**config.mk**
```make
export PLATFORM = sky130hd
export DESIGN_NAME = ddr3_mode_register_decode
export DESIGN_NICKNAME = d
export VERILOG_FILES = /design/src/rtl/ddr_mode_pkg.sv /design/src/rtl/ddr3_mode_register_decode.sv /design/src/rtl/burst_sequencer.sv
export VERILOG_INCLUDE_DIRS = /design/src /design/src/rtl
export SDC_FILE = /design/constraint.sdc
export NUM_CORES = 1
export LEC_CHECK = 0
export ABC_CLOCK_PERIOD_IN_PS = 3100
export BUFFER_PORTS_ARGS = -buffer_cell sky130_fd_sc_hd__buf_2
export CAP_MARGIN = 20
export CORE_MARGIN = 10
export CORE_UTILIZATION = 45
export DETAILED_ROUTE_END_ITERATION = 6
export GPL_TIMING_DRIVEN = 0
export PLACE_DENSITY = 0.66
export RECOVER_POWER = 100
export SYNTH_ARGS = -nofsm -noshare
export SYNTH_HDL_FRONTEND = slang
export SYNTH_SLANG_ARGS = --single-unit
export TNS_END_PERCENT = 50
```
**constraint.sdc**
```tcl
create_clock -name clk_i -period 3.1 [get_ports clk_i]
set_input_delay 0.62 -clock clk_i [delete_from_list [all_inputs] [get_ports clk_i]]
set_output_delay 0.62 -clock clk_i [all_outputs]
set_load 0.02 [all_outputs]
```
**src/rtl/ddr_mode_defines.svh**
```systemverilog
// Contract
// - MR0 write: all command and bank lines low
// - write recovery from A9..A11 sets tDAL
// - CAS latency from A2 and A4..A6
// - read latency equals additive plus CAS latency
// - A7 selects test mode, keep zero
// - A3 selects sequential or interleaved burst
// - A0..A1 select chop-4, burst-8 or on-the-fly
// - on-the-fly: A12 picks chop per command
// - read order from start column, sequential or XOR
// - chop-4 read: four beats, then drivers off
// - writes ascending; chop uses A2, burst-8 column 0
// - fixed chop-4 write starts two clocks earlier
// - DLL reset bit clears itself when done
// - A12 zero: DLL frozen, tXPDLL exit wait
// - A12 one: DLL kept, tXP exit wait
// - MR1 write: BA0 high, others low
// - MR0 write with A8 high starts DLL reset
`ifndef DDR_MODE_DEFINES_SVH
`define DDR_MODE_DEFINES_SVH

`define REG_CTRL_OFFSET 12'h000
`define REG_STATUS_OFFSET 12'h004
`define REG_MR0_OFFSET 12'h008
`define REG_MR1_OFFSET 12'h00C
`define REG_LATENCY_OFFSET 12'h010

`define CTRL_AL_LSB 0
`define CTRL_ENABLE_BIT 2
`define CTRL_RESET_VALUE 3'h4

`define ST_TMOD_ERR_BIT 0
`define ST_TMRD_ERR_BIT 1
`define ST_RSVD_ERR_BIT 2
`define ST_BUSY_ERR_BIT 3
`define ST_DLL_BUSY_BIT 8
`define ST_PD_BIT 9
`define ST_EXIT_WAIT_BIT 10
`define ST_BURST_BUSY_BIT 11

`define MR_WIDTH 13
`define MR_BL_LSB 0
`define MR_CL_LOW_BIT 2
`define MR_BT_BIT 3
`define MR_CL_LSB 4
`define MR_TM_BIT 7
`define MR_DLL_RST_BIT 8
`define MR_WR_LSB 9
`define MR_PPD_BIT 12
`define MR_BC_N_BIT 12
`define CL_BASE 5'h04

`define TMOD_CK 5'h0C
`define TMRD_CK 5'h04
`define DLL_RESET_CK 10'h200
`define TXP_CK 5'h03
`define TXPDLL_CK 5'h0A
`define WRITE_LATENCY_CK 6'h05
`define WRITE_INTERNAL_CK 5'h0A
`define FIXED_CHOP_PULL_IN 5'h02

`endif

```
**src/rtl/ddr_mode_pkg.sv**
```systemverilog
package ddr_mode_pkg;
  typedef enum logic [2:0] {
    RD_IDLE = 3'b001,
    RD_WAIT = 3'b010,
    RD_BURST = 3'b100
  } burst_state_type;
  typedef enum logic [1:0] {
    BL_FIXED8 = 2'b00,
    BL_OTF = 2'b01,
    BL_FIXED4 = 2'b10,
    BL_RSVD = 2'b11
  } bl_mode_type;
endpackage

```
**src/rtl/ddr3_mode_register_decode.sv**
```systemverilog
`timescale 1ns/1ps
`include "ddr_mode_defines.svh"
module ddr3_mode_register_decode
  import ddr_mode_pkg::*;
(
  input wire logic clk_i,
  input wire logic rst_n_i,
  input wire logic [11:0] paddr_i,
  input wire logic psel_i,
  input wire logic penable_i,
  input wire logic pwrite_i,
  input wire logic [31:0] pwdata_i,
  input wire logic [3:0] pstrb_i,
  output logic [31:0] prdata_o,
  output logic pready_o,
  output logic pslverr_o,
  input wire logic ddr_ck_i,
  input wire logic ddr_reset_n_i,
  input wire logic ddr_cke_i,
  input wire logic ddr_cs_n_i,
  input wire logic ddr_ras_n_i,
  input wire logic ddr_cas_n_i,
  input wire logic ddr_we_n_i,
  input wire logic [2:0] ddr_ba_i,
  input wire logic [12:0] ddr_addr_i,
  output logic [2:0] burst_col_o,
  output logic burst_valid_o,
  output logic data_oe_o,
  output logic strobe_oe_o,
  output logic wr_internal_start_o,
  output logic dll_reset_o,
  output logic dll_frozen_o,
  output logic exit_wait_o,
  output logic test_mode_o,
  output logic interleave_o,
  output logic [4:0] cas_latency_o,
  output logic [5:0] read_latency_o,
  output logic [2:0] write_recovery_o
);
  localparam int PIN_W = 23;

  logic [PIN_W-1:0] pins_raw;
  logic [PIN_W-1:0] sync1_q;
  logic [PIN_W-1:0] sync2_q;
  logic ck_prev_q;
  logic ck_rise;
  logic ck_edge;
  logic s_reset_n;
  logic s_cke;
  logic s_cs_n;
  logic s_ras_n;
  logic s_cas_n;
  logic s_we_n;
  logic [2:0] s_ba;
  logic [12:0] s_addr;

  logic cmd_valid;
  logic cmd_mrs;
  logic cmd_mr0;
  logic cmd_mr1;
  logic cmd_read;
  logic cmd_write;
  logic cmd_nop;

  logic [`MR_WIDTH-1:0] mr0_q;
  logic [`MR_WIDTH-1:0] mr1_q;
  logic [9:0] dll_cnt_q;
  logic [4:0] since_mrs_q;
  logic mrs_seen_q;
  logic cke_prev_q;
  logic pd_q;
  logic [4:0] exit_cnt_q;
  logic [2:0] ctrl_q;
  logic [3:0] err_q;
  logic [3:0] err_set;
  logic [3:0] err_clr;

  burst_state_type state_q;
  logic [5:0] lat_cnt_q;
  logic cmd_write_q;
  logic cmd_chop_q;
  logic [2:0] cmd_col_q;
  logic seq_load;
  logic seq_busy;
  logic [4:0] wr_int_cnt_q;
  logic wr_int_run_q;

  bl_mode_type bl_mode;
  logic [4:0] cl;
  logic [5:0] al;
  logic [5:0] rl;
  logic chop_now;
  logic [2:0] seq_col;
  logic seq_valid;
  logic seq_oe;

  logic apb_setup;
  logic apb_write;
  logic [31:0] rdata_d;
  logic addr_hit;

  // pin synchroniser and link clock edges
  assign pins_raw = {ddr_ck_i, ddr_reset_n_i, ddr_cke_i, ddr_cs_n_i, ddr_ras_n_i,
                     ddr_cas_n_i, ddr_we_n_i, ddr_ba_i, ddr_addr_i};

  always_ff @(posedge clk_i or negedge rst_n_i) begin
    if (!rst_n_i) begin
      sync1_q <= '0;
      sync2_q <= '0;
      ck_prev_q <= 1'b0;
    end else begin
      sync1_q <= pins_raw;
      sync2_q <= sync1_q;
      ck_prev_q <= sync2_q[PIN_W-1];
    end
  end

  assign {s_reset_n, s_cke, s_cs_n, s_ras_n, s_cas_n, s_we_n, s_ba, s_addr} = sync2_q[PIN_W-2:0];
  assign ck_rise = sync2_q[PIN_W-1] && !ck_prev_q;
  assign ck_edge = sync2_q[PIN_W-1] != ck_prev_q;

  // command decode on the rising link clock edge
  assign cmd_valid = ck_rise && s_reset_n && s_cke && !s_cs_n && ctrl_q[`CTRL_ENABLE_BIT];
  assign cmd_mrs = cmd_valid && !s_ras_n && !s_cas_n && !s_we_n;
  assign cmd_mr0 = cmd_mrs && (s_ba == 3'h0);
  assign cmd_mr1 = cmd_mrs && (s_ba == 3'h1);
  assign cmd_read = cmd_valid && s_ras_n && !s_cas_n && s_we_n;
  assign cmd_write = cmd_valid && s_ras_n && !s_cas_n && !s_we_n;
  assign cmd_nop = cmd_valid && s_ras_n && s_cas_n && s_we_n;

  // mode field decode
  assign bl_mode = bl_mode_type'(mr0_q[`MR_BL_LSB +: 2]);
  assign cl = 5'({1'b0, mr0_q[`MR_CL_LOW_BIT], mr0_q[`MR_CL_LSB +: 3]} + `CL_BASE);
  always_comb begin
    unique case (ctrl_q[`CTRL_AL_LSB +: 2])
      2'h1: al = 6'({1'b0, cl} - 6'h01);
      2'h2: al = 6'({1'b0, cl} - 6'h02);
      default: al = 6'h00;
    endcase
  end
  assign rl = 6'(al + {1'b0, cl});

  always_comb begin
    unique case (bl_mode)
      BL_FIXED4: chop_now = 1'b1;
      BL_OTF: chop_now = !s_addr[`MR_BC_N_BIT];
      default: chop_now = 1'b0;
    endcase
  end

  // mode registers
  always_ff @(posedge clk_i or negedge rst_n_i) begin
    if (!rst_n_i) begin
      mr0_q <= '0;
      mr1_q <= '0;
    end else if (!s_reset_n) begin
      mr0_q <= '0;
      mr1_q <= '0;
    end else begin
      if (cmd_mr0) begin
        mr0_q <= s_addr;
      end else if (dll_cnt_q == 10'h001 && ck_rise) begin
        mr0_q[`MR_DLL_RST_BIT] <= 1'b0;
      end
      if (cmd_mr1) begin
        mr1_q <= s_addr;
      end
    end
  end

  // dll reset run
  always_ff @(posedge clk_i or negedge rst_n_i) begin
    if (!rst_n_i) begin
      dll_cnt_q <= 10'h000;
    end else if (!s_reset_n) begin
      dll_cnt_q <= 10'h000;
    end else if (cmd_mr0 && s_addr[`MR_DLL_RST_BIT]) begin
      dll_cnt_q <= `DLL_RESET_CK;
    end else if (ck_rise && dll_cnt_q != 10'h000) begin
      dll_cnt_q <= 10'(dll_cnt_q - 10'h001);
    end
  end

  // spacing since last mode register set
  always_ff @(posedge clk_i or negedge rst_n_i) begin
    if (!rst_n_i) begin
      since_mrs_q <= 5'h00;
      mrs_seen_q <= 1'b0;
    end else if (cmd_mrs) begin
      since_mrs_q <= 5'h00;
      mrs_seen_q <= 1'b1;
    end else if (ck_rise && since_mrs_q != 5'h1F) begin
      since_mrs_q <= 5'(since_mrs_q + 5'h01);
    end
  end

  // protocol error detection
  always_comb begin
    err_set = 4'h0;
    err_set[`ST_TMOD_ERR_BIT] = mrs_seen_q && cmd_valid && !cmd_mrs && !cmd_nop
                                && (since_mrs_q < 5'(`TMOD_CK - 5'h01));
    err_set[`ST_TMRD_ERR_BIT] = mrs_seen_q && cmd_mrs
                                && (since_mrs_q < 5'(`TMRD_CK - 5'h01));
    err_set[`ST_RSVD_ERR_BIT] = cmd_mr0 && (s_addr[`MR_BL_LSB +: 2] == BL_RSVD);
    err_set[`ST_BUSY_ERR_BIT] = cmd_mrs && (state_q != RD_IDLE || seq_busy);
  end

  assign apb_setup = psel_i && !penable_i;
  assign apb_write = psel_i && penable_i && pready_o && pwrite_i;
  assign err_clr = (apb_write && paddr_i == `REG_STATUS_OFFSET && pstrb_i[0]) ? pwdata_i[3:0] : 4'h0;

  always_ff @(posedge clk_i or negedge rst_n_i) begin
    if (!rst_n_i) begin
      err_q <= 4'h0;
    end else begin
      err_q <= (err_q & ~err_clr) | err_set;
    end
  end

  // precharge power-down tracking
  always_ff @(posedge clk_i or negedge rst_n_i) begin
    if (!rst_n_i) begin
      cke_prev_q <= 1'b0;
      pd_q <= 1'b0;
      exit_cnt_q <= 5'h00;
    end else if (ck_rise) begin
      cke_prev_q <= s_cke;
      if (cke_prev_q && !s_cke && state_q == RD_IDLE && !seq_busy) begin
        pd_q <= 1'b1;
      end else if (pd_q && s_cke) begin
        pd_q <= 1'b0;
        exit_cnt_q <= mr0_q[`MR_PPD_BIT] ? `TXP_CK : `TXPDLL_CK;
      end else if (exit_cnt_q != 5'h00) begin
        exit_cnt_q <= 5'(exit_cnt_q - 5'h01);
      end
    end
  end

  // burst scheduling
  always_ff @(posedge clk_i or negedge rst_n_i) begin
    if (!rst_n_i) begin
      state_q <= RD_IDLE;
      lat_cnt_q <= 6'h00;
      cmd_write_q <= 1'b0;
      cmd_chop_q <= 1'b0;
      cmd_col_q <= 3'h0;
    end else begin
      unique case (state_q)
        RD_IDLE: begin
          if (cmd_read || cmd_write) begin
            state_q <= RD_WAIT;
            lat_cnt_q <= cmd_write ? 6'(al + `WRITE_LATENCY_CK) : rl;
            cmd_write_q <= cmd_write;
            cmd_chop_q <= chop_now;
            cmd_col_q <= s_addr[2:0];
          end
        end
        RD_WAIT: begin
          if (ck_rise) begin
            if (lat_cnt_q <= 6'h01) begin
              state_q <= RD_BURST;
            end else begin
              lat_cnt_q <= 6'(lat_cnt_q - 6'h01);
            end
          end
        end
        RD_BURST: begin
          if (!seq_busy && !seq_load) begin
            state_q <= RD_IDLE;
          end
        end
      endcase
    end
  end

  assign seq_load = (state_q == RD_WAIT) && ck_rise && (lat_cnt_q <= 6'h01);

  burst_sequencer u_seq (
    .clk_i(clk_i),
    .rst_n_i(rst_n_i),
    .load_i(seq_load),
    .step_i(ck_edge),
    .is_write_i(cmd_write_q),
    .chop_i(cmd_chop_q),
    .interleave_i(mr0_q[`MR_BT_BIT]),
    .start_col_i(cmd_col_q),
    .col_o(seq_col),
    .valid_o(seq_valid),
    .oe_o(seq_oe),
    .busy_o(seq_busy)
  );

  // internal write start, pulled in for fixed chop
  always_ff @(posedge clk_i or negedge rst_n_i) begin
    if (!rst_n_i) begin
      wr_int_cnt_q <= 5'h00;
      wr_int_run_q <= 1'b0;
      wr_internal_start_o <= 1'b0;
    end else begin
      wr_internal_start_o <= 1'b0;
      if (cmd_write && !wr_int_run_q) begin
        wr_int_run_q <= 1'b1;
        if (bl_mode == BL_FIXED4) begin
          wr_int_cnt_q <= 5'(`WRITE_INTERNAL_CK - `FIXED_CHOP_PULL_IN);
        end else begin
          wr_int_cnt_q <= `WRITE_INTERNAL_CK;
        end
      end else if (wr_int_run_q && ck_rise) begin
        if (wr_int_cnt_q <= 5'h01) begin
          wr_int_run_q <= 1'b0;
          wr_internal_start_o <= 1'b1;
        end else begin
          wr_int_cnt_q <= 5'(wr_int_cnt_q - 5'h01);
        end
      end
    end
  end

  // registered user outputs
  always_ff @(posedge clk_i or negedge rst_n_i) begin
    if (!rst_n_i) begin
      burst_col_o <= 3'h0;
      burst_valid_o <= 1'b0;
      data_oe_o <= 1'b0;
      strobe_oe_o <= 1'b0;
      dll_reset_o <= 1'b0;
      dll_frozen_o <= 1'b0;
      exit_wait_o <= 1'b0;
      test_mode_o <= 1'b0;
      interleave_o <= 1'b0;
      cas_latency_o <= 5'h00;
      read_latency_o <= 6'h00;
      write_recovery_o <= 3'h0;
    end else begin
      burst_col_o <= seq_col;
      burst_valid_o <= seq_valid;
      data_oe_o <= seq_oe;
      strobe_oe_o <= seq_oe;
      dll_reset_o <= dll_cnt_q != 10'h000;
      dll_frozen_o <= pd_q && !mr0_q[`MR_PPD_BIT];
      exit_wait_o <= exit_cnt_q != 5'h00;
      test_mode_o <= mr0_q[`MR_TM_BIT];
      interleave_o <= mr0_q[`MR_BT_BIT];
      cas_latency_o <= cl;
      read_latency_o <= rl;
      write_recovery_o <= mr0_q[`MR_WR_LSB +: 3];
    end
  end

  // apb slave
  assign addr_hit = (paddr_i == `REG_CTRL_OFFSET) || (paddr_i == `REG_STATUS_OFFSET)
                    || (paddr_i == `REG_MR0_OFFSET) || (paddr_i == `REG_MR1_OFFSET)
                    || (paddr_i == `REG_LATENCY_OFFSET);

  always_comb begin
    rdata_d = 32'h0000_0000;
    unique case (paddr_i)
      `REG_CTRL_OFFSET: rdata_d[2:0] = ctrl_q;
      `REG_STATUS_OFFSET: begin
        rdata_d[3:0] = err_q;
        rdata_d[`ST_DLL_BUSY_BIT] = dll_cnt_q != 10'h000;
        rdata_d[`ST_PD_BIT] = pd_q;
        rdata_d[`ST_EXIT_WAIT_BIT] = exit_cnt_q != 5'h00;
        rdata_d[`ST_BURST_BUSY_BIT] = (state_q != RD_IDLE) || seq_busy;
      end
      `REG_MR0_OFFSET: rdata_d[`MR_WIDTH-1:0] = mr0_q;
      `REG_MR1_OFFSET: rdata_d[`MR_WIDTH-1:0] = mr1_q;
      `REG_LATENCY_OFFSET: begin
        rdata_d[4:0] = cl;
        rdata_d[13:8] = rl;
        rdata_d[18:16] = mr0_q[`MR_WR_LSB +: 3];
        rdata_d[21:20] = mr0_q[`MR_BL_LSB +: 2];
        rdata_d[24] = mr0_q[`MR_BT_BIT];
      end
      default: rdata_d = 32'h0000_0000;
    endcase
  end

  always_ff @(posedge clk_i or negedge rst_n_i) begin
    if (!rst_n_i) begin
      prdata_o <= 32'h0000_0000;
      pready_o <= 1'b0;
      pslverr_o <= 1'b0;
    end else begin
      pready_o <= apb_setup;
      pslverr_o <= apb_setup && !addr_hit;
      if (apb_setup && !pwrite_i) begin
        prdata_o <= rdata_d;
      end
    end
  end

  always_ff @(posedge clk_i or negedge rst_n_i) begin
    if (!rst_n_i) begin
      ctrl_q <= `CTRL_RESET_VALUE;
    end else if (apb_write && paddr_i == `REG_CTRL_OFFSET && pstrb_i[0]) begin
      ctrl_q <= pwdata_i[2:0];
    end
  end
endmodule

```
**src/rtl/burst_sequencer.sv**
```systemverilog
`timescale 1ns/1ps
module burst_sequencer (
  input wire logic clk_i,
  input wire logic rst_n_i,
  input wire logic load_i,
  input wire logic step_i,
  input wire logic is_write_i,
  input wire logic chop_i,
  input wire logic interleave_i,
  input wire logic [2:0] start_col_i,
  output logic [2:0] col_o,
  output logic valid_o,
  output logic oe_o,
  output logic busy_o
);
  logic [2:0] idx_q;
  logic [2:0] start_q;
  logic write_q;
  logic chop_q;
  logic ilv_q;
  logic [2:0] col_d;

  always_comb begin
    if (ilv_q && !write_q) begin
      col_d = start_q ^ idx_q;
    end else begin
      col_d = {start_q[2] ^ idx_q[2], 2'(start_q[1:0] + idx_q[1:0])};
    end
  end

  always_ff @(posedge clk_i or negedge rst_n_i) begin
    if (!rst_n_i) begin
      idx_q <= 3'h0;
      start_q <= 3'h0;
      write_q <= 1'b0;
      chop_q <= 1'b0;
      ilv_q <= 1'b0;
      busy_o <= 1'b0;
    end else if (load_i) begin
      idx_q <= 3'h0;
      write_q <= is_write_i;
      chop_q <= chop_i;
      ilv_q <= interleave_i;
      busy_o <= 1'b1;
      if (is_write_i) begin
        start_q <= chop_i ? {start_col_i[2], 2'h0} : 3'h0;
      end else begin
        start_q <= start_col_i;
      end
    end else if (step_i && busy_o) begin
      idx_q <= 3'(idx_q + 3'h1);
      if (idx_q == 3'h7) begin
        busy_o <= 1'b0;
      end
    end
  end

  always_ff @(posedge clk_i or negedge rst_n_i) begin
    if (!rst_n_i) begin
      col_o <= 3'h0;
      valid_o <= 1'b0;
      oe_o <= 1'b0;
    end else if (step_i) begin
      col_o <= col_d;
      valid_o <= busy_o && !(chop_q && idx_q[2]);
      oe_o <= busy_o && !write_q && !(chop_q && idx_q[2]);
    end
  end
endmodule

```
Word level (Yosys, flattened, before mapping)
Index checks and enable logic that the tools add are counted. Widths: inputs -> output; s select.

$lt $le $gt $ge: 4. Reductions and logical operators: 98. Eq/ne operators: 28. Multiplexer cells: 58. Bitwise operators: 6. Add/subtract/negate cells: 12.

Operators by type and width (count): $logic_and 1x1->1 (54); $mux 13 (3); $mux 5 (7); $mux 10 (3); $mux 3 (10); $eq 12x4->1 const B (2); $mux 6 (4); $pmux 6 s2 (2); $logic_not 1->1 (18); $pmux 4 s4 (1); $reduce_bool 2->1 (8); $mux 1 (15); $pmux 3 s5 (1); $eq 12x3->1 const B (1); $eq 12x5->1 const B (1); $logic_not 12->1 (1); $mux 4 (3); $eq 10x1->1 const B (1); $ne 2x2->1 const B (5); $reduce_and 2->1 (5); $reduce_bool 10->1 (1); $sub 10x1->10 const B (1); $sub 5x1->5 const B (2); $ne 3x1->1 const B (3); other kinds (39) (54).

Logic and storage cells: 251. Bits in registers: 185. Input port bits: 76. Output and inout port bits: 60.

Logic depth before layout (Yosys ltp)
Gate-level depths: netlist of the first run.

Depth after elaboration: 14. Depth in mapped cells: 13. Depth with buffers taken out: 12.

Hierarchy
From an unflattened synthesis of the first run, not the netlist that was laid out.

Cells, all modules: 739. Area total of the unflattened synthesis: 8180.3 µm².

By module, submodules not included: ddr3_mode_register_decode (cells each 681, area each 7500.9 µm², seq. area each 4256.6 µm², instances 1); burst_sequencer (cells each 58, area each 679.4 µm², seq. area each 375.4 µm², instances 1).

Least setup slack after synthesis of the first run
Ideal clock, no wire load.

Path kind: register to register. Start: register mr0_q[4]. End: register lat_cnt_q[4]. Path slack: 0.342 ns. Path buffers: 1. Data required time: 3.034 ns. Cell stages (with the launch flop): 14. Period minus slack after synthesis: 2.758 ns. Arrival: 2.693 ns. Library setup time: 0.066 ns. Cell sequence: dfrtp_1 > clkbuf_1 > inv_1 > ha_1 > xnor2_1 > a32oi_1 > inv_1 > ha_1 > a21o_1 > a21oi_1 > xnor2_1 > inv_1 > a221oi_1 > a221o_1.

Cells in the longest elaborated chain, start to end: 7. Elaborated cells between the ends (all ways): 9. Classes of those cells: 5 x add/sub; 4 x mux.

RTL lines: start, declared (RTL line ddr3_mode_register_decode.sv:65) `` logic [`MR_WIDTH-1:0] mr0_q; ``; start signal, assigned (RTL line ddr3_mode_register_decode.sv:161) `mr0_q <= s_addr;`; $add 4x3->5 (no line) (*); $sub 5x2->6 / $sub 5x1->6 (equally long branches) (RTL line ddr3_mode_register_decode.sv:137, ddr3_mode_register_decode.sv:136); $pmux 6 s2 (RTL line ddr3_mode_register_decode.sv:135) `` unique case (ctrl_q[`CTRL_AL_LSB +: 2]) ``; $add 6x5->6 (*) (RTL line ddr3_mode_register_decode.sv:141) `assign rl = 6'(al + {1'b0, cl});`; via rl[4] (RTL line ddr3_mode_register_decode.sv:91) `logic [5:0] rl;`; $mux 6 (*) (RTL line ddr3_mode_register_decode.sv:252) `` lat_cnt_q <= cmd_write ? 6'(al + `WRITE_LATENCY_CK) : rl; ``; $mux 6 (*) (RTL line ddr3_mode_register_decode.sv:250) `if (cmd_read || cmd_write) begin`; $pmux 6 s2 (*) (RTL line ddr3_mode_register_decode.sv:248) `unique case (state_q)`; end signal, assigned (RTL line ddr3_mode_register_decode.sv:252); end signal, assigned (RTL line ddr3_mode_register_decode.sv:263) `lat_cnt_q <= 6'(lat_cnt_q - 6'h01);`; end, declared (RTL line ddr3_mode_register_decode.sv:79) `logic [5:0] lat_cnt_q;`.

The timed path passes the listed nets; every way through them passes the cells marked *. The select of a mux whose other input is x is not followed. A chain may end at the register's enable or synchronous reset.

Worst setup path after layout of the first run
Start: register mr0_q[6]. End: register lat_cnt_q[4].

Cells in the longest elaborated chain, start to end: 7. Elaborated cells between the ends (all ways): 9. Classes of those cells: 5 x add/sub; 4 x mux.

RTL lines: $add 4x3->5 (no line) (*); via cl[2] (RTL line ddr3_mode_register_decode.sv:89) `logic [4:0] cl;`; $sub 5x2->6 / $sub 5x1->6 (equally long branches) (RTL line ddr3_mode_register_decode.sv:137, ddr3_mode_register_decode.sv:136); $pmux 6 s2 (RTL line ddr3_mode_register_decode.sv:135); $add 6x5->6 (*) (RTL line ddr3_mode_register_decode.sv:141); via rl[4] (RTL line ddr3_mode_register_decode.sv:91); $mux 6 (*) (RTL line ddr3_mode_register_decode.sv:252); $mux 6 (*) (RTL line ddr3_mode_register_decode.sv:250); $pmux 6 s2 (*) (RTL line ddr3_mode_register_decode.sv:248).

Marks and branches as above.

==> impl_metrics.toml, run 1 <==
[run_status]
status = "completed"

[yosys]
synth_enable_flop_cells = 0
synthCells = 722
yosys_warnings = 0
syn-cell-area_um2 = 8000
synthFlopType = "dfrtp_1"
synth.top_cell.area_share = 0.572
synthTopCellsByCount = "dfrtp_1 (183), nor2_1 (80), nand2_1 (74)"
ys_top_cells_by_area = "dfrtp_1 (57%), mux2i_1 (5.0%), ha_1 (4.5%)"
yosysTopAreaCell = "dfrtp_1"
synth.distinct_cells = 62
ys_seq_area_frac = 0.579
avgSynthCellArea_um2 = 11.1
ys_async_sr_fraction = 1.00
synth.most_common_cell = "dfrtp_1"
ys_ff_latch = 185

[clock_network]
clkSinkCount = 185
cts_buffers = 17
cts_hold_buffers = 0
h-tree-depth = 4
clockBufferDepth = 2
clkTransAtPathRegs_ns = 0.07
clk_latency_ns = 0.43
clockRootBuffer = "clkbuf_16"
tritoncts = "done"

[pwr]
swShare = 0.278
seq_power_share = 0.503
pwr-share-clk = 0.396
cellPowerDensity_nw_per_um2 = 579
p_int_mw = 3.90
switchingPower_mw = 1.50
total_leakage_power_nw = 4.56
comb_power_share = 0.101
peakVddDrop_mv = 0.407

[route]
wire_per_inst_um = 17.1
vias_per_cell = 5.18
drt-initial-drc-count = 376
ant_nets = 0
drcViolationCount = 0
firstDrtPassIters = 5
finalWirelength_mm = 18.5
num_vias = 5619

[die]
core_um2 = 17400
dieArea_um2 = 23500
start_util = 0.461
floorplan.io_pins = 136
die_w_um = 153
fp-row-count = 48
die_y_um = 153

[timing]
final.min_clock_period_ns = 2.94
hold_ws_ns = 0.288
finalHoldViolCount = 0
fin_setup_tns_ns = 0
setup_viol = 0
timing.fmax_mhz = 340
relSlewSlack = 0.0487
worstMarginPinSlew_ns = 1.43
slew_violations = 0
fin_worst_skew_ns = 0.00897
min_period_over_period = 0.950

[finish]
fill_cells = 1569
fin_cells = 1084
drive_above_1_share = 0.141
area_delta_synth_final_pct = 16.5
num_antenna_cells = 0
fin_nets = 952
final_area_um2 = 9320

[place]
placed_cell_area_um2 = 8820
placedCellCount = 1050
hpwl_mm = 13.6
gp_congestion = 0.816
io_buffers = 91

[global_route]
busiest_layer = "met2"
track_usage = 0.158
grt_max_degree = 128
use_met3 = 0.0415
met1_usage = 0.209
grt_pass1_wl_mm = 29.9
grt_antenna_before_repair = 0
grt_pass1_vias = 5465
grt_overflow = 0
met2_usage = 0.254

[worst_setup_path]
ff2ff_path_depth = 10
critPathCapture = "lat_cnt_q[4]"
cp-start-kind = "flip-flop"
crit_path_max_fanout = 8
critPathLaunch = "mr0_q[6]"
crit_path_end_kind = "flip-flop"
timing.reg2reg.setup_slack_ns = 0.16
cp.arrival_ns = 3.31
worstSetupPathType = "reg2reg"
cp_data_required_time_ns = 3.47
r2r-end = "lat_cnt_q[4]"
reg2reg_from = "mr0_q[6]"

[worst_hold_path]
hold_class = "in2reg"

[flow_run]
cap_violations = 0
[stage by stage]
step	util	power, mW	setup slack [ns]
after global placement	0.506	3.30	-1.58
final	0.537	5.39	0.156
after floorplan	-	3.10	0.342
after detailed placement	0.508	3.33	-0.282
after global routing	0.537	5.66	-0.00411
after CTS	0.542	5.47	0.0480
[routing by layer]
layer / routed length [µm] / up-vias
met4: 206 / 0
li1: - / 2728
met1: 8220 / 2753
met3: 956 / 15
met2: 9100 / 123
met5: 0 / -
[flip-flops by register name, summed over array words and instances (netlist names), 6 cells and up]
register,count
sync1_q,23
sync2_q,23
prdata_o,20
mr0_q,13
mr1_q,13
dll_cnt_q,10
lat_cnt_q,6
read_latency_o,6
[worst max-delay path, stage by stage, from the launching register on]
cell,delay [ns]
dfrtp_2,0.49
inv_1,0.22
ha_1,0.36
a311o_1,0.32
nor2_1,0.24
ha_1,0.33
a21oi_2,0.19
xnor2_2,0.21
inv_1,0.07
a221oi_1,0.31
a221o_1,0.15
[power by group through the flow]
stage	Combinational [mW]	Clock [mW]	Sequential, mW
finish	0.545	2.13	2.71
global route	0.628	2.29	2.74
CTS	0.574	2.18	2.72
detailed placement	0.568	0	2.76
global placement	0.547	0	2.75
floorplan	0.335	0	2.77
[worst min-delay path by stage]
stage                    from        endpoint  cells after the start
6_report        ddr_addr_i[5]      sync1_q[5]                      1
5_1_grt        ddr_addr_i[10]     sync1_q[10]                      1
4_1_cts               rst_n_i  u_seq.col_o[0]                      1
3_5_place_dp       sync1_q[1]      sync2_q[1]                      0
3_3_place_gp       sync1_q[9]      sync2_q[9]                      0
2_1_floorplan         rst_n_i  burst_col_o[0]                      0
[repair_timing]
item                       4_1_cts  5_1_grt
gates resized for setup          4        4
setup endpoints to repair        5        5
setup buffers                    0        2
pin swaps                        0        1
[final cells by class]
cell class              count  area (µm²)  area share
clock inverters            14         140      0.0150
inverters                  35         131      0.0141
well taps                 225         282      0.0302
multi-input cells         478        3080       0.331
flip-flops and latches    185        4630       0.497
clock buffers              18         439      0.0471
repair buffers             94         420      0.0451
plain buffers              35         188      0.0201
[cell families after synthesis]
logic type,share of synthesized area
XOR/XNOR,0.0306
adder cells (fa/ha/maj),0.0479
AND/OR/NAND/NOR,0.145
buffers and inverters,0.0400
flip-flops,0.579
AO/OA/AOI/OAI,0.0869
other,0.000469
multiplexers,0.0697
[cell usage in the layout (no fill, tap or decap), types with 6 or more instances in the layout]
master,n
inv_1,34
o31ai_1,7
buf_2,44
nand2_1,74
o21ai_0,34
mux2i_1,40
mux2_2,14
nand3_1,24
ha_1,29
nor3_1,14
and3_1,7
clkbuf_16,17
dfrtp_1,181
nor2_1,80
inv_8,6
nand2b_1,11
xor2_1,11
clkbuf_1,67
conb_1,12
a21oi_1,22
buf_4,15
xnor2_1,16
nor4_1,7
Power figures use the tool's default switching activity.
==> inputs of run 2 (changes only) <==
ABC_CLOCK_PERIOD_IN_PS = 3660   (was 3100)
clock period = 3.66 ns   (was 3.1 ns; I/O delays follow)
==> run 2 against run 1 <==
The run now ends with capacitance limit, slew limit left; hold slack gained 0.060 ns; critical path depth grew 3; global-route usage is essentially flat; via count shrank 0.50%; fmax shrank 14%; sequential power shrank 15%; register-to-register slack gained 0.099 ns; sequential share of layout area grew 0.11 points; final cell count shrank 0.18%; power shrank 15%; wire length is essentially flat; critical path type unchanged.
==> impl_metrics.toml, run 2 (synthesis results as in run 1) <==
[pwr]
cellPowerDensity_nw_per_um2 = 492
peakVddDrop_mv = 0.344
total_leakage_power_nw = 4.53

[place]
gp_congestion = 0.816
hpwl_mm = 13.6
dp_slack_ns = 0.278
io_buffers = 91

[finish]
final_common_cell = "dfrtp_1"
top_regs = "sync1_q x23, sync2_q x23, prdata_o x20"
final_util = 0.535
area_delta_synth_final_pct = 16.1
num_antenna_cells = 0
fin_nets = 950
drive_above_1_share = 0.126
final_cell_mix = "dfrtp_1 (183), nor2_1 (80), nand2_1 (74), clkbuf_1 (70), buf_2 (42)"

[worst_setup_path]
cp-start-kind = "flip-flop"
critPathMostFrequentCell = "inv_1"
crit_cells = 13
ff2ff_path_depth = 13
crit_buf_inv = 4
crit_path_end_kind = "flip-flop"
critPathTopFamily = "compound AO/OA/AOI/OAI gates"
cp.arrival_ns = 3.77
worstSetupPathType = "reg2reg"
cp_data_required_time_ns = 4.03
crit_path_top_delay_cell = "xnor2_1"
slowest_delay_ns = 0.47
path_cells = "clkbuf_1, inv_1, ha_1, xnor2_1, a32oi_1, inv_1, ha_1, a21o_1, a21oi_1, xnor2_1, inv_1, a221oi_1, a221o_1"
crit_path_max_fanout = 10

[clock_network]
cts_setup_buffers = 0
cts_buffers = 17
clockBufferDepth = 2
tritoncts = "done"
clkTransAtPathRegs_ns = 0.07
clkSinkCount = 185
clockRootBuffer = "clkbuf_16"
cts_hold_buffers = 0
h-tree-depth = 4
cts_resized = 0
clk_latency_ns = 0.43

[die]
die_y_um = 153
dieArea_um2 = 23500
core_um2 = 17400
start_util = 0.461
die_w_um = 153
fp-row-count = 48
floorplan.io_pins = 136

[worst_hold_path]
min_path_cells = 0
hold_class = "reg2reg"

[run_status]
violations = "capacitance limit, slew limit"
status = "finished with violations"

[route]
wire_per_inst_um = 17.1
ant_nets = 0
firstDrtPassIters = 7
num_vias = 5591
drcViolationCount = 0
finalWirelength_mm = 18.5
drt-initial-drc-count = 431
vias_per_cell = 5.17

[timing]
relSlewSlack = -0.826
rsz0062_at_grt = "no"
fin_ws_ns = 0.255
hold_ws_ns = 0.348
finalHoldViolCount = 0
min_period_over_period = 0.930
setup_viol = 0
fin_worst_skew_ns = 0.0102
timing.fmax_mhz = 294
final.min_clock_period_ns = 3.41
slew_violations = 59
worstMarginPinSlew_ns = 2.74

[global_route]
grt_overflow = 0
grt_pass1_vias = 5456
grt_max_degree = 128
grt_pass1_wl_mm = 29.9
grt_antenna_before_repair = 0
track_usage = 0.158

[flow_run]
cap_violations = 1
run 2: cell types whose count changed in the layout (fill, tap and decap cells not counted), moves of 2 or more:
| cell | change |
|---|---|
| dfrtp_2 | -2 |
| buf_4 | -2 |
| clkbuf_1 | +3 |
| buf_2 | -2 |
| dfrtp_1 | +2 |
run 2: worst paths after layout:
check,slack (ns),startpoint,to
min in group asynchronous,1.38,rst_n_i,sync1_q[18]
worst max register to register,0.25,mr0_q[4],lat_cnt_q[4]
worst max-delay path,0.25,mr0_q[4],lat_cnt_q[4]
max in group asynchronous,0.73,rst_n_i,lat_cnt_q[3]
worst min register to register,0.35,sync1_q[22],sync2_q[22]
worst min-delay path,0.35,sync1_q[22],sync2_q[22]
run 2: through the flow:
stage | cell area (µm²) | instances | total power, mW | TNS [ns]
finish | 9290 | 1082 | 4.57 | 0
global route | 9290 | 1082 | 4.80 | 0
CTS | 9400 | 1082 | 4.64 | 0
detailed placement | 8820 | 1050 | 2.82 | 0
global placement | 8780 | 1049 | 2.80 | -204.56
floorplan | 8040 | 733 | 2.63 | 0
run 2: final cells by class:
type / count / area (µm²)
inverter: 35 / 131
timing repair buffer: 92 / 427
clock buffer: 18 / 439
fill: 1579 / 8070
clock inverter: 14 / 140
sequential: 185 / 4630
multi-input combinational: 478 / 3060
buffer: 35 / 181
tap: 225 / 282
run 2: report_power, final:
group          switching, mW  total (mW)  internal, mW
logic                  0.284       0.467         0.182
registers              0.110        2.30          2.19
clock network          0.875        1.81         0.931
total                   1.27        4.57          3.30
run 2: worst reg2reg max path, delay by kind of cell, from the launching register on:
family | cells | cell delay [ns]
xor+xnor | 2 | 0.60
fa+ha+maj | 2 | 0.60
flops | 1 | 0.39
buf+inv | 4 | 0.66
compound gates | 5 | 1.10
run 2: per-layer routing:
layer	track usage	up-vias	routed length, µm
li1	-	2721	-
met1	0.209	2731	8360
met2	0.253	129	9070
met3	0.0415	10	864
met4	0.0400	0	163
met5	0	-	0
